$ cat src/alarm_monitor_params.svh
/*
 Register offsets, reset values and timing figures of the alarm monitor.
 Assumes inclusion by bare name from the alarm monitor files.
*/
`ifndef ALARM_MONITOR_PARAMS_SVH
`define ALARM_MONITOR_PARAMS_SVH

// Register byte offsets on the AXI4-Lite bus
`define AM_ADDR_W 8
`define AM_OFS_STATUS 8'h00
`define AM_OFS_MASK 8'h04
`define AM_OFS_SHUTOFF 8'h08
`define AM_OFS_CTRL 8'h0c
`define AM_OFS_KEY 8'h10
`define AM_OFS_LIVE 8'h14

// Reset values
`define AM_RST_STATUS 14'h0000
`define AM_RST_MASK 14'h3fff
`define AM_RST_SHUTOFF 2'h0
`define AM_RST_CTRL 5'h00
`define AM_RST_KEY 32'h7a7a7a7a

// AXI response codes
`define AM_RESP_OKAY 2'h0
`define AM_RESP_SLVERR 2'h2

// Clock supervision: a clock with no toggle for this long is gone
`define AM_CLK_PERIOD_NS 10
`define AM_CLK_GONE_NS 640
`define AM_CLK_GONE_CYC (`AM_CLK_GONE_NS / `AM_CLK_PERIOD_NS)

// Pipeline depth of the level synchronisers
`define AM_SYNC_STAGES 2

`endif

$ cat src/alarm_monitor_pkg.sv
/*
 Types shared by the alarm monitor: status word layout, control fields
 and captured data words. Assumes nothing of its surroundings.
*/
`default_nettype none
package alarm_monitor_pkg;

	// Sticky alarm status word, bit 13 first from the top
	typedef struct packed {
		logic parD;
		logic parC;
		logic parB;
		logic parA;
		logic pllUnlock;
		logic dataClkGone;
		logic ioTest;
		logic dacClkGone;
		logic clkGone;
		logic fifoCollision;
		logic fifoOneApart;
		logic fifoTwoApart;
		logic fifoSummary;
		logic zeroChk;
	} alarm_status_s;

	// Automatic output shut-off selections
	typedef struct packed {
		logic onCollision;
		logic onClockGone;
	} shutoff_cfg_s;

	// Software control bits
	typedef struct packed {
		logic sifTxEnable;
		logic ioTestEna;
		logic oddParity;
		logic dualParity;
		logic parityEna;
	} ctrl_s;

	// One data word captured on one data clock edge
	typedef struct packed {
		logic [31:0] word;
		logic parity;
		logic strobe;
	} data_word_s;

endpackage : alarm_monitor_pkg
`default_nettype wire

$ cat src/converter_alarm_monitor.sv
/*
 Alarm monitor of a multi-channel converter: sticky alarm status, mask,
 fault pin, automatic output shut-off, parity and pattern checks, clock
 supervision, with an AXI4-Lite register slave.
 Assumes FIFO pointers and captured data words arrive synchronous to
 clk_sys; clock toggles and the lock level arrive asynchronous.
*/
// The register offsets and the AXI4-Lite interface to the registers are this design's own decisions.
`timescale 1ns/1ps
`default_nettype none
`include "alarm_monitor_params.svh"

module converter_alarm_monitor #(
	parameter int PTR_DEPTH = 8,
	parameter int CLK_GONE_CYC = `AM_CLK_GONE_CYC
) (
	input wire logic clk_sys,
	input wire logic rst_b,
	// AXI4-Lite slave
	input wire logic [`AM_ADDR_W-1:0] awaddr,
	input wire logic awvalid,
	output logic awready,
	input wire logic [31:0] wdata,
	input wire logic [3:0] wstrb,
	input wire logic wvalid,
	output logic wready,
	output logic [1:0] bresp,
	output logic bvalid,
	input wire logic bready,
	input wire logic [`AM_ADDR_W-1:0] araddr,
	input wire logic arvalid,
	output logic arready,
	output logic [31:0] rdata,
	output logic [1:0] rresp,
	output logic rvalid,
	input wire logic rready,
	// Monitored conditions
	input wire logic [PTR_DEPTH-1:0] wrPtr,
	input wire logic [PTR_DEPTH-1:0] rdPtr,
	input wire logic dacClkToggle,
	input wire logic dataClkToggle,
	input wire logic pllLocked,
	input wire alarm_monitor_pkg::data_word_s riseWord,
	input wire logic riseValid,
	input wire alarm_monitor_pkg::data_word_s fallWord,
	input wire logic fallValid,
	input wire logic transmit_enable_pin,
	// Outputs
	output logic alarmPin,
	output logic dacOutEnable
);

	localparam int STW = $bits(alarm_monitor_pkg::alarm_status_s);
	localparam int GW = $clog2(CLK_GONE_CYC + 1);

	// Refuse sizes the pointer and supervision logic cannot serve
	if (PTR_DEPTH < 5 || CLK_GONE_CYC < 2) begin : g_badParam
		$error("converter_alarm_monitor: parameter out of range");
	end

	alarm_monitor_pkg::alarm_status_s alarm_status_reg_q;
	alarm_monitor_pkg::alarm_status_s statusSet;
	logic [STW-1:0] alarm_mask_reg_q;
	alarm_monitor_pkg::shutoff_cfg_s auto_shutoff_cfg_reg_q;
	alarm_monitor_pkg::ctrl_s ctrl_q;
	logic [31:0] key_q;

	// Parity of a vector against the selected sense
	function automatic logic parBad(input logic [32:0] v, input logic odd);
		parBad = (^v) != odd;
	endfunction : parBad

	// Rotate a one-hot pointer by a number of places
	function automatic logic [PTR_DEPTH-1:0] rot(
		input logic [PTR_DEPTH-1:0] p, input int n);
		rot = (p << n) | (p >> (PTR_DEPTH - n));
	endfunction : rot

	// Level synchronisers for the foreign-domain signals
	logic [2:0] syncA_q;
	logic [2:0] syncB_q;
	logic [1:0] clkSeen_q;
	always_ff @(posedge clk_sys or negedge rst_b) begin
		if (!rst_b) begin
			syncA_q <= 3'h0;
			syncB_q <= 3'h0;
			clkSeen_q <= 2'h0;
		end else begin
			syncA_q <= {dacClkToggle, dataClkToggle, ~pllLocked};
			syncB_q <= syncA_q;
			clkSeen_q <= syncB_q[2:1];
		end
	end

	// Toggle watchdogs, one per supervised clock
	logic [1:0] clkGone;
	for (genvar g = 0; g < 2; g++) begin : g_clkWatch
		logic [GW-1:0] idle_q;
		always_ff @(posedge clk_sys or negedge rst_b) begin
			if (!rst_b) begin
				idle_q <= '0;
			end else if (syncB_q[g+1] != clkSeen_q[g]) begin
				idle_q <= '0;
			end else if (idle_q != GW'(CLK_GONE_CYC)) begin
				idle_q <= idle_q + GW'(1);
			end
		end
		assign clkGone[g] = idle_q == GW'(CLK_GONE_CYC);
	end

	// FIFO pointer distance checks on one-hot pointers
	logic fifoColl;
	logic fifoOne;
	logic fifoTwo;
	assign fifoColl = |(wrPtr & rdPtr);
	assign fifoOne = fifoColl | |(wrPtr & rot(rdPtr, 1))
		| |(wrPtr & rot(rdPtr, PTR_DEPTH - 1));
	assign fifoTwo = fifoOne | |(wrPtr & rot(rdPtr, 2))
		| |(wrPtr & rot(rdPtr, PTR_DEPTH - 2));

	// Parity paths: single mode checks 33 bits per edge, dual two 17-bit
	logic [3:0] parErr;
	always_comb begin
		parErr = 4'h0;
		if (ctrl_q.parityEna && !ctrl_q.dualParity) begin
			parErr[0] = riseValid
				&& parBad({riseWord.word, riseWord.parity}, ctrl_q.oddParity);
			parErr[1] = fallValid
				&& parBad({fallWord.word, fallWord.parity}, ctrl_q.oddParity);
		end else if (ctrl_q.parityEna) begin
			parErr[0] = riseValid && parBad({16'h0000, riseWord.word[15:0],
				riseWord.strobe}, ctrl_q.oddParity);
			parErr[1] = fallValid && parBad({16'h0000, fallWord.word[15:0],
				fallWord.strobe}, ctrl_q.oddParity);
			parErr[2] = riseValid && parBad({16'h0000, riseWord.word[31:16],
				riseWord.parity}, ctrl_q.oddParity);
			parErr[3] = fallValid && parBad({16'h0000, fallWord.word[31:16],
				fallWord.parity}, ctrl_q.oddParity);
		end
	end

	// Alarm events raised this cycle
	always_comb begin
		statusSet = '0;
		statusSet.zeroChk = wrPtr == '0;
		statusSet.fifoCollision = fifoColl;
		statusSet.fifoOneApart = fifoOne;
		statusSet.fifoTwoApart = fifoTwo;
		statusSet.fifoSummary = fifoTwo;
		statusSet.dacClkGone = clkGone[1];
		statusSet.dataClkGone = clkGone[0];
		statusSet.clkGone = |clkGone;
		statusSet.pllUnlock = syncB_q[0];
		statusSet.ioTest = ctrl_q.ioTestEna
			&& ((riseValid && riseWord.word != key_q)
			|| (fallValid && fallWord.word != key_q));
		{statusSet.parD, statusSet.parC, statusSet.parB, statusSet.parA}
			= parErr;
	end

	// AXI write channel: address and data taken together
	logic wrGo;
	logic [31:0] strbMask;
	assign wrGo = awvalid && wvalid && !awready && !bvalid;
	always_comb begin
		for (int i = 0; i < 4; i++) begin
			strbMask[i*8 +: 8] = {8{wstrb[i]}};
		end
	end

	always_ff @(posedge clk_sys or negedge rst_b) begin
		if (!rst_b) begin
			awready <= 1'b0;
			wready <= 1'b0;
			bvalid <= 1'b0;
			bresp <= `AM_RESP_OKAY;
		end else begin
			awready <= wrGo;
			wready <= wrGo;
			if (wrGo) begin
				bvalid <= 1'b1;
				bresp <= (awaddr > `AM_OFS_LIVE || awaddr[1:0] != 2'h0)
					? `AM_RESP_SLVERR : `AM_RESP_OKAY;
			end else if (bready) begin
				bvalid <= 1'b0;
			end
		end
	end

	// Sticky status: zeros written clear, a new event wins over the clear
	logic stWr;
	assign stWr = wrGo && awaddr == `AM_OFS_STATUS;
	always_ff @(posedge clk_sys or negedge rst_b) begin
		if (!rst_b) begin
			alarm_status_reg_q <= `AM_RST_STATUS;
		end else if (stWr) begin
			alarm_status_reg_q <= (alarm_status_reg_q
				& STW'(~strbMask | wdata)) | statusSet;
		end else begin
			alarm_status_reg_q <= alarm_status_reg_q | statusSet;
		end
	end

	// Software-written configuration registers
	always_ff @(posedge clk_sys or negedge rst_b) begin
		if (!rst_b) begin
			alarm_mask_reg_q <= `AM_RST_MASK;
			auto_shutoff_cfg_reg_q <= `AM_RST_SHUTOFF;
			ctrl_q <= `AM_RST_CTRL;
			key_q <= `AM_RST_KEY;
		end else if (wrGo) begin
			case (awaddr)
				`AM_OFS_MASK: begin
					alarm_mask_reg_q <= STW'((alarm_mask_reg_q & ~strbMask)
						| (wdata & strbMask));
				end
				`AM_OFS_SHUTOFF: begin
					if (wstrb[0]) begin
						auto_shutoff_cfg_reg_q <= wdata[1:0];
					end
				end
				`AM_OFS_CTRL: begin
					if (wstrb[0]) begin
						ctrl_q <= wdata[4:0];
					end
				end
				`AM_OFS_KEY: begin
					key_q <= (key_q & ~strbMask) | (wdata & strbMask);
				end
				default: begin
				end
			endcase
		end
	end

	// AXI read channel: one-cycle accept, data on the same edge as the accept
	logic [31:0] rdMux;
	always_comb begin
		rdMux = 32'h0000_0000;
		case (araddr)
			`AM_OFS_STATUS: rdMux = 32'(alarm_status_reg_q);
			`AM_OFS_MASK: rdMux = 32'(alarm_mask_reg_q);
			`AM_OFS_SHUTOFF: rdMux = 32'(auto_shutoff_cfg_reg_q);
			`AM_OFS_CTRL: rdMux = 32'(ctrl_q);
			`AM_OFS_KEY: rdMux = key_q;
			`AM_OFS_LIVE: rdMux = 32'({alarmPin, dacOutEnable});
			default: rdMux = 32'h0000_0000;
		endcase
	end

	logic rdGo;
	assign rdGo = arvalid && !arready && !rvalid;
	always_ff @(posedge clk_sys or negedge rst_b) begin
		if (!rst_b) begin
			arready <= 1'b0;
			rvalid <= 1'b0;
			rdata <= 32'h0000_0000;
			rresp <= `AM_RESP_OKAY;
		end else begin
			arready <= rdGo;
			if (rdGo) begin
				rvalid <= 1'b1;
				rdata <= rdMux;
				rresp <= (araddr > `AM_OFS_LIVE || araddr[1:0] != 2'h0)
					? `AM_RESP_SLVERR : `AM_RESP_OKAY;
			end else if (rready) begin
				rvalid <= 1'b0;
			end
		end
	end

	// Fault pin and output enable with automatic shut-off
	always_ff @(posedge clk_sys or negedge rst_b) begin
		if (!rst_b) begin
			alarmPin <= 1'b0;
			dacOutEnable <= 1'b0;
		end else begin
			alarmPin <= |(alarm_status_reg_q & alarm_mask_reg_q);
			dacOutEnable <= transmit_enable_pin && ctrl_q.sifTxEnable
				&& !ctrl_q.ioTestEna
				&& !(auto_shutoff_cfg_reg_q.onClockGone
				&& alarm_status_reg_q.clkGone)
				&& !(auto_shutoff_cfg_reg_q.onCollision
				&& alarm_status_reg_q.fifoCollision);
		end
	end

	// Checks on the alarm behaviour
	property p_sticky;
		@(posedge clk_sys) disable iff (!rst_b)
		!stWr |=> (alarm_status_reg_q & $past(alarm_status_reg_q))
			== $past(alarm_status_reg_q);
	endproperty
	a_sticky: assert property (p_sticky) else $error("status bit lost");

	property p_zero;
		@(posedge clk_sys) disable iff (!rst_b)
		wrPtr == '0 |=> alarm_status_reg_q.zeroChk;
	endproperty
	a_zero: assert property (p_zero) else $error("zero check missed");

	property p_coll;
		@(posedge clk_sys) disable iff (!rst_b)
		|(wrPtr & rdPtr) |=> alarm_status_reg_q.fifoCollision
			&& alarm_status_reg_q.fifoOneApart
			&& alarm_status_reg_q.fifoSummary;
	endproperty
	a_coll: assert property (p_coll) else $error("collision missed");

	property p_two;
		@(posedge clk_sys) disable iff (!rst_b)
		|(wrPtr & (rot(rdPtr, 2) | rot(rdPtr, PTR_DEPTH - 2)))
			|=> alarm_status_reg_q.fifoTwoApart;
	endproperty
	a_two: assert property (p_two) else $error("two apart missed");

	property p_one;
		@(posedge clk_sys) disable iff (!rst_b)
		|(wrPtr & (rot(rdPtr, 1) | rot(rdPtr, PTR_DEPTH - 1)))
			|=> alarm_status_reg_q.fifoOneApart
			&& alarm_status_reg_q.fifoTwoApart;
	endproperty
	a_one: assert property (p_one) else $error("one apart missed");

	property p_pll;
		@(posedge clk_sys) disable iff (!rst_b)
		!pllLocked [*3] |=> alarm_status_reg_q.pllUnlock;
	endproperty
	a_pll: assert property (p_pll) else $error("pll alarm missed");

	property p_clk;
		@(posedge clk_sys) disable iff (!rst_b)
		$rose(alarm_status_reg_q.dacClkGone)
			|| $rose(alarm_status_reg_q.dataClkGone)
			|-> alarm_status_reg_q.clkGone;
	endproperty
	a_clk: assert property (p_clk) else $error("clock summary missed");

	property p_pin;
		@(posedge clk_sys) disable iff (!rst_b)
		##1 alarmPin == |$past(alarm_status_reg_q & alarm_mask_reg_q);
	endproperty
	a_pin: assert property (p_pin) else $error("fault pin wrong");

	property p_shut;
		@(posedge clk_sys) disable iff (!rst_b)
		auto_shutoff_cfg_reg_q.onCollision
			&& alarm_status_reg_q.fifoCollision |=> !dacOutEnable;
	endproperty
	a_shut: assert property (p_shut) else $error("shut-off missed");

	property p_parA;
		@(posedge clk_sys) disable iff (!rst_b)
		ctrl_q.parityEna && !ctrl_q.dualParity && riseValid
			&& ((^{riseWord.word, riseWord.parity}) != ctrl_q.oddParity)
			|=> alarm_status_reg_q.parA;
	endproperty
	a_parA: assert property (p_parA) else $error("parity A missed");

	c_write: cover property (@(posedge clk_sys) disable iff (!rst_b)
		stWr ##[1:4] bvalid && bready);
	c_pin: cover property (@(posedge clk_sys) disable iff (!rst_b)
		alarmPin ##[1:20] !alarmPin);
	c_shut: cover property (@(posedge clk_sys) disable iff (!rst_b)
		$fell(dacOutEnable) && alarm_status_reg_q.clkGone);

endmodule : converter_alarm_monitor
`default_nettype wire

$ cat config.mk
export PLATFORM = sky130hd
export DESIGN_NAME = converter_alarm_monitor
export DESIGN_NICKNAME = d
export VERILOG_FILES = /design/src/alarm_monitor_pkg.sv /design/src/converter_alarm_monitor.sv
export VERILOG_INCLUDE_DIRS = /design/src /design/src/src
export SDC_FILE = /design/constraint.sdc
export NUM_CORES = 1
export LEC_CHECK = 0
export BUFFER_PORTS_ARGS = -buffer_cell sky130_fd_sc_hd__buf_2
export CORE_ASPECT_RATIO = 1.25
export CORE_MARGIN = 2
export CORE_UTILIZATION = 45
export DETAILED_ROUTE_END_ITERATION = 7
export HOLD_SLACK_MARGIN = 0.12
export PLACE_DENSITY_LB_ADDON = 0.05
export SLEW_MARGIN = 20
export SYNTH_ARGS = -nofsm -noshare
export SYNTH_HDL_FRONTEND = slang
export SYNTH_SLANG_ARGS = --single-unit
$ cat constraint.sdc
create_clock -name clk_sys -period 2.7 [get_ports clk_sys]
set_input_delay 0 -clock clk_sys [delete_from_list [all_inputs] [get_ports clk_sys]]
set_output_delay 0 -clock clk_sys [all_outputs]
set_load 0.1 [all_outputs]
==> results of run 1 <==
## what timing repair did
action,4_1_cts,5_1_grt
endpoints found under the hold margin,126,0
buffers inserted,0,1
hold buffers,100,0
setup endpoints to repair,0,14
gates resized for setup,0,3
## cell usage after synthesis, types with 4 or more instances
library cell	number	area (sq um)
nand4_1	23	144
o21ai_0	41	205
xnor3_1	4	90.1
dfrtp_1	95	2380
a222oi_1	9	90.1
mux2_2	26	293
nor2_1	31	116
a22oi_1	13	97.6
ha_1	4	50.1
a22o_1	4	35.0
inv_1	11	41.3
nand2_1	72	270
nand2_8	4	80.1
dfstp_2	34	893
clkbuf_1	10	37.5
nor4_1	7	43.8
nand3_1	28	140
xor2_1	16	140
mux2_4	32	480
xnor2_1	123	1080
o22ai_1	5	31.3
## final cells by class
cell class / instances / share of cell area, %
repair buffers: 300 / 20.6
inverters: 11 / 0.415
multi-input cells: 484 / 37.9
clock inverters: 9 / 0.829
well taps: 212 / 2.66
clock buffers: 23 / 4.80
flip-flops and latches: 129 / 32.8
## per-stage QoR
| stage | hold slack, ps | worst slack (ps) | setup TNS, ps |
|---|---|---|---|
| 2_1_floorplan | -296 | 294 | 0 |
| 3_3_place_gp | 72.0 | 679 | 0 |
| 3_5_place_dp | 90.4 | 605 | 0 |
| 4_1_cts | 161 | 60.3 | 0 |
| 5_1_grt | 213 | -8.79 | -8.79 |
| 6_report | 172 | 64.2 | 0 |
## power breakdown
part | total (mW) | internal (mW) | switching [mW]
logic | 1.08 | 0.503 | 0.572
registers | 2.04 | 1.99 | 0.0504
clock network | 2.18 | 1.33 | 0.841
total | 5.29 | 3.83 | 1.46
## routing by layer
metal | track usage (%) | wire length, microns | up-vias
met5 | 0 | 0 | -
met4 | 9.88 | 672 | 0
met3 | 4.34 | 999 | 43
met2 | 46.7 | 11300 | 205
met1 | 30.7 | 8840 | 2964
li1 | - | - | 2862
## logic make-up (layout without fill, tap and decap cells)
kind of cell    after synthesis  in the layout
simple gates                188            188
xor+xnor                    144            144
other cells                   1              2
flops                       129            129
mux                          61             61
compound gates               85             85
fa+ha+maj                     4              4
buf+inv                      29            343
## critical path, stage by stage (launching register included)
cell and delay, ps:
dfrtp_1 390, nand4bb_4 260, nor3_4 210, nor3b_4 230, and3_1 200, buf_6 200, nand2_8 120, mux2_4 310
dlygate4sd3_1 570
## worst max path at each step
stage,from,to,slack [ps],cells after the start
6_report,bvalid,flip-flop,60,8
5_1_grt,bvalid,flip-flop,-9,8
4_1_cts,bvalid,flip-flop,60,8
3_5_place_dp,bvalid,flip-flop,600,7
3_3_place_gp,bvalid,flip-flop,680,7
2_1_floorplan,bvalid,flip-flop,290,7
==> results.sh, run 1 <==
export IMPL_final_area_sq_um=9960
export IMPL_postPlaceCellArea_sq_um=8380
export IMPL_fin_crit_ps=2640
export IMPL_port_buffers=189
export IMPL_numCtsBuffers=17
export IMPL_ir_worst_vdd_uv=332
export IMPL_synth_compound_area_share_pct=7.71
export IMPL_worstSetupPathType="flip-flop to flip-flop"
export IMPL_drive_above_1_share_pct=35.1
export IMPL_hp_class="input port to asynchronous set/reset pin"
export IMPL_crit_fanout=8
export IMPL_synthXorXnorAreaFrac_pct=18.5
export IMPL_ios=192
export IMPL_gp_congestion=0.962
export IMPL_dieHeight_microns=145
export IMPL_core_area_sq_um=15600
export IMPL_dp_hpwl_mm=16.6
export IMPL_synthFlopType="dfrtp_1"
export IMPL_maxCapViolCount=0
export IMPL_clk_insertion_delay_late_ps=410
export IMPL_netlist_instances=641
export IMPL_worstSetupStartpointType="flip-flop"
export IMPL_async_reset_ff_share_pct=100
export IMPL_register_area_sq_um=3270
export IMPL_synth_seq_cells=129
export IMPL_first_global_vias=6374
export IMPL_start_util_pct=46.0
export IMPL_finalHoldViolations=0
export IMPL_layout_commonest_cell="buf_2"
export IMPL_fillerInstances=1317
export IMPL_power_mw=5.29
export IMPL_rows=51
export IMPL_outcome="completed"
export IMPL_finalWirelength_mm=21.8
export IMPL_vias=6074
export IMPL_clkSinkCount=129
export IMPL_cts_buffer_depth=2
export IMPL_root_buffer="clkbuf_16"
export IMPL_crit_required_ps=2990
export IMPL_synth_area_per_cell_sq_um=11.2
export IMPL_setup_viol=0
export IMPL_grt_pass1_wl_mm=33.6
export IMPL_grt_overflow=0
export IMPL_synthToLayoutAreaGrowth_pct=39.1
export IMPL_grt_antenna_before_repair=0
export IMPL_clock_skew_ps=5.95
export IMPL_dp_cells=1035
export IMPL_synth_fa_ha_area_share_pct=0.699
export IMPL_synthMuxAreaShare_pct=11.4
export IMPL_drc=0
export IMPL_r2r_setup_slack_ps=60
export IMPL_grt_max_degree=53
export IMPL_synthSimpleGateAreaFrac_pct=14.1
export IMPL_via_per_inst=5.20
export IMPL_reg2reg_depth=8
export IMPL_yosysWarningCount=0
export IMPL_detail_route_first_pass_iterations=5
export IMPL_die_area_sq_um=16900
export IMPL_power_density_nw_per_um2=532
export IMPL_finalNetCount=1096
export IMPL_leakagePower_nw=4.54
export IMPL_clkSlewWorstSetupHoldPaths_ps=60
export IMPL_finalNonFillerCells=1168
export IMPL_synth_area_sq_um=7160
export IMPL_yosysSeqAreaShare_pct=45.7
export IMPL_h_tree_depth=4
export IMPL_synth_edf_count=0
export IMPL_synth_top_family_by_area="XOR/XNOR gates"
export IMPL_first_iter_violations=394
export IMPL_die_x_microns=117
export IMPL_period_share_pct=97.6
export IMPL_drv_slew=0
export IMPL_rr_startpoint="bvalid"
export IMPL_ant_nets=0
export IMPL_fmax_mhz=379
export IMPL_maxSlewHeadroom_pct=54.1
export IMPL_synth_cell_types=53
export IMPL_grt_usage_pct=26.1
export IMPL_cp_end_kind="flip-flop"
export IMPL_cts_tree="built"
export IMPL_wl_per_cell_microns=18.7
export IMPL_post_route_util_pct=64.0
export IMPL_n_antenna_cell=0
export IMPL_multi_input_area_sq_um=3770
export IMPL_arrival_ps=2920
export IMPL_final_cell_mix="buf_2, xnor2_1, dlygate4sd3_1"
export IMPL_tightest_slew_ps=689
Power figures use the tool's default switching activity.
==> inputs of run 2 (changes only) <==
--- a/config.mk
+++ b/config.mk
@@ -6,7 +6,7 @@
 export SDC_FILE = /design/constraint.sdc
 export NUM_CORES = 1
 export LEC_CHECK = 0
-export BUFFER_PORTS_ARGS = -buffer_cell sky130_fd_sc_hd__buf_2
+export BUFFER_PORTS_ARGS = -buffer_cell sky130_fd_sc_hd__buf_4
 export CORE_ASPECT_RATIO = 1.25
 export CORE_MARGIN = 2
 export CORE_UTILIZATION = 45
==> run 2 against run 1 <==
Worst setup slack worse by 5.7 ps. Sequential cell count unchanged. Worst hold slack worse by 21 ps. Sequential share of layout area down 1.8 points. Sequential power about the same. Die area unchanged. Core utilization up 3.7 points. Global-route usage up 1.4 points. Final cell count up 0.34%. Final area up 5.8%. Clock skew up 4.2 ps. First-iteration DRC count down 7.4%. Largest power group unchanged. Highest routed layer unchanged.
==> results.sh, run 2 (synthesized netlist as in run 1, its figures left out) <==
export IMPL_clock_skew_ps=10.2
export IMPL_period_share_pct=97.8
export IMPL_grt_antenna_before_repair=0
export IMPL_detail_route_first_pass_iterations=7
export IMPL_cp_end_kind="flip-flop"
export IMPL_worstSetupPathType="flip-flop to flip-flop"
export IMPL_die_x_microns=117
export IMPL_seqPwrFrac_pct=36.7
export IMPL_numCtsBuffers=17
export IMPL_ios=192
export IMPL_post_route_util_pct=67.7
export IMPL_finalWirelength_mm=22.8
export IMPL_outcome="completed"
export IMPL_maxCapViolCount=0
export IMPL_final_cell_mix="buf_4, xnor2_1, dlygate4sd3_1"
export IMPL_ant_nets=0
export IMPL_n_antenna_cell=0
export IMPL_clkSinkCount=129
export IMPL_vias=6131
export IMPL_p_sw_share_pct=27.7
export IMPL_fin_setup_tns_ps=0
export IMPL_fin_crit_ps=2640
export IMPL_first_iter_violations=365
export IMPL_maxSlewHeadroom_pct=50.5
export IMPL_finalHoldViolations=0
export IMPL_hp_class="input port to flip-flop"
export IMPL_grt_usage_pct=27.5
export IMPL_fmax_mhz=379
export IMPL_finalNetCount=1100
export IMPL_p_int_mw=4.02
export IMPL_pwr_share_clk_pct=42.6
export IMPL_root_buffer="clkbuf_16"
export IMPL_tightest_slew_ps=742
export IMPL_cts_buffer_depth=2
export IMPL_grt_pass1_wl_mm=34.9
export IMPL_reg2reg_depth=8
export IMPL_die_area_sq_um=16900
export IMPL_dp_hpwl_mm=16.8
export IMPL_grt_max_degree=93
export IMPL_drc=0
export IMPL_p_comb_share_pct=20.7
export IMPL_via_per_inst=5.23
export IMPL_clk_insertion_delay_late_ps=430
export IMPL_rows=51
export IMPL_setup_viol=0
export IMPL_drive_above_1_share_pct=35.4
export IMPL_crit_required_ps=3000
export IMPL_grt_overflow=0
export IMPL_worstSetupStartpointType="flip-flop"
export IMPL_ir_worst_vdd_uv=361
export IMPL_netSwitchingPower_mw=1.54
export IMPL_synthToLayoutAreaGrowth_pct=47.2
export IMPL_gp_congestion=0.932
export IMPL_core_area_sq_um=15600
export IMPL_clkSlewWorstSetupHoldPaths_ps=60
export IMPL_port_buffers=189
export IMPL_arrival_ps=2940
export IMPL_whs_path_depth=5
export IMPL_cts_tree="built"
export IMPL_dieHeight_microns=145
export IMPL_power_mw=5.57
export IMPL_power_density_nw_per_um2=528
export IMPL_h_tree_depth=4
export IMPL_start_util_pct=46.0
export IMPL_first_global_vias=6417
export IMPL_leakagePower_nw=4.72
export IMPL_drv_slew=0
export IMPL_crit_fanout=8
export IMPL_layout_commonest_cell="buf_4"
export IMPL_wl_per_cell_microns=19.5
[run 2: worst max-delay path, stage by stage, from the launching register on]
cell	delay [ps]
dfrtp_1	410
nand4bb_4	260
nor3_4	250
nor3b_4	240
and3_4	220
buf_12	150
nand2_8	100
mux2_4	300
dlygate4sd3_1	560
[run 2: final timing paths]
kind                       slack, ps                    endpoint        start
hold reg to reg                  350                  syncB_q[2]   syncA_q[2]
max in group asynchronous       2000  asynchronous set/reset pin        rst_b
min in group asynchronous        160  asynchronous set/reset pin        rst_b
hold / removal                   150      alarm_status_reg_q[11]  fallWord[0]
setup / recovery                  60                   flip-flop       wready
setup reg to reg                  60                   flip-flop       wready
[run 2: timing repair]
| item | in CTS | in global routing |
|---|---|---|
| setup buffers | 0 | 3 |
| setup endpoints to repair | 0 | 25 |
| hold buffers | 104 | 1 |
| gates resized for setup | 0 | 5 |
| endpoints found under the hold margin | 177 | 1 |
[run 2: layout make-up]
class	count	area, sq um
fill	1242	5040
inverter	11	41.3
timing repair buffer	304	2580
multi-input combinational	484	3770
clock buffer	17	425
clock inverter	15	180
tap	212	265
sequential	129	3270
[run 2: power groups by stage]
stage                     clock network [mW]  logic (mW)  registers, mW
after floorplan                            0       0.551           2.14
after global placement                     0        1.04           2.07
after detailed placement                   0        1.05           2.07
after CTS                               2.41        1.15           2.04
after global routing                    2.51        1.24           2.05
final                                   2.37        1.15           2.04
[run 2: through the flow]
stage | setup slack [ps] | hold slack [ps] | instance area [sq um] | std cells
finish | 58.5 | 151 | 10500 | 1172
CTS | 52.0 | 128 | 10500 | 1169
floorplan | 294 | -296 | 7160 | 642
detailed placement | 615 | 4.02 | 8830 | 1033
global placement | 667 | -9.19 | 8830 | 1033
global route | -20.3 | 179 | 10500 | 1172
[run 2: per-layer routing]
metal  routed length [microns]  global-route usage (%)  up-vias
met5                         0                       0        -
met4                       799                    12.5        0
met3                      1170                    4.76       53
met2                     11800                    47.8      230
met1                      9020                    32.5     2983
li1                          -                       -     2865
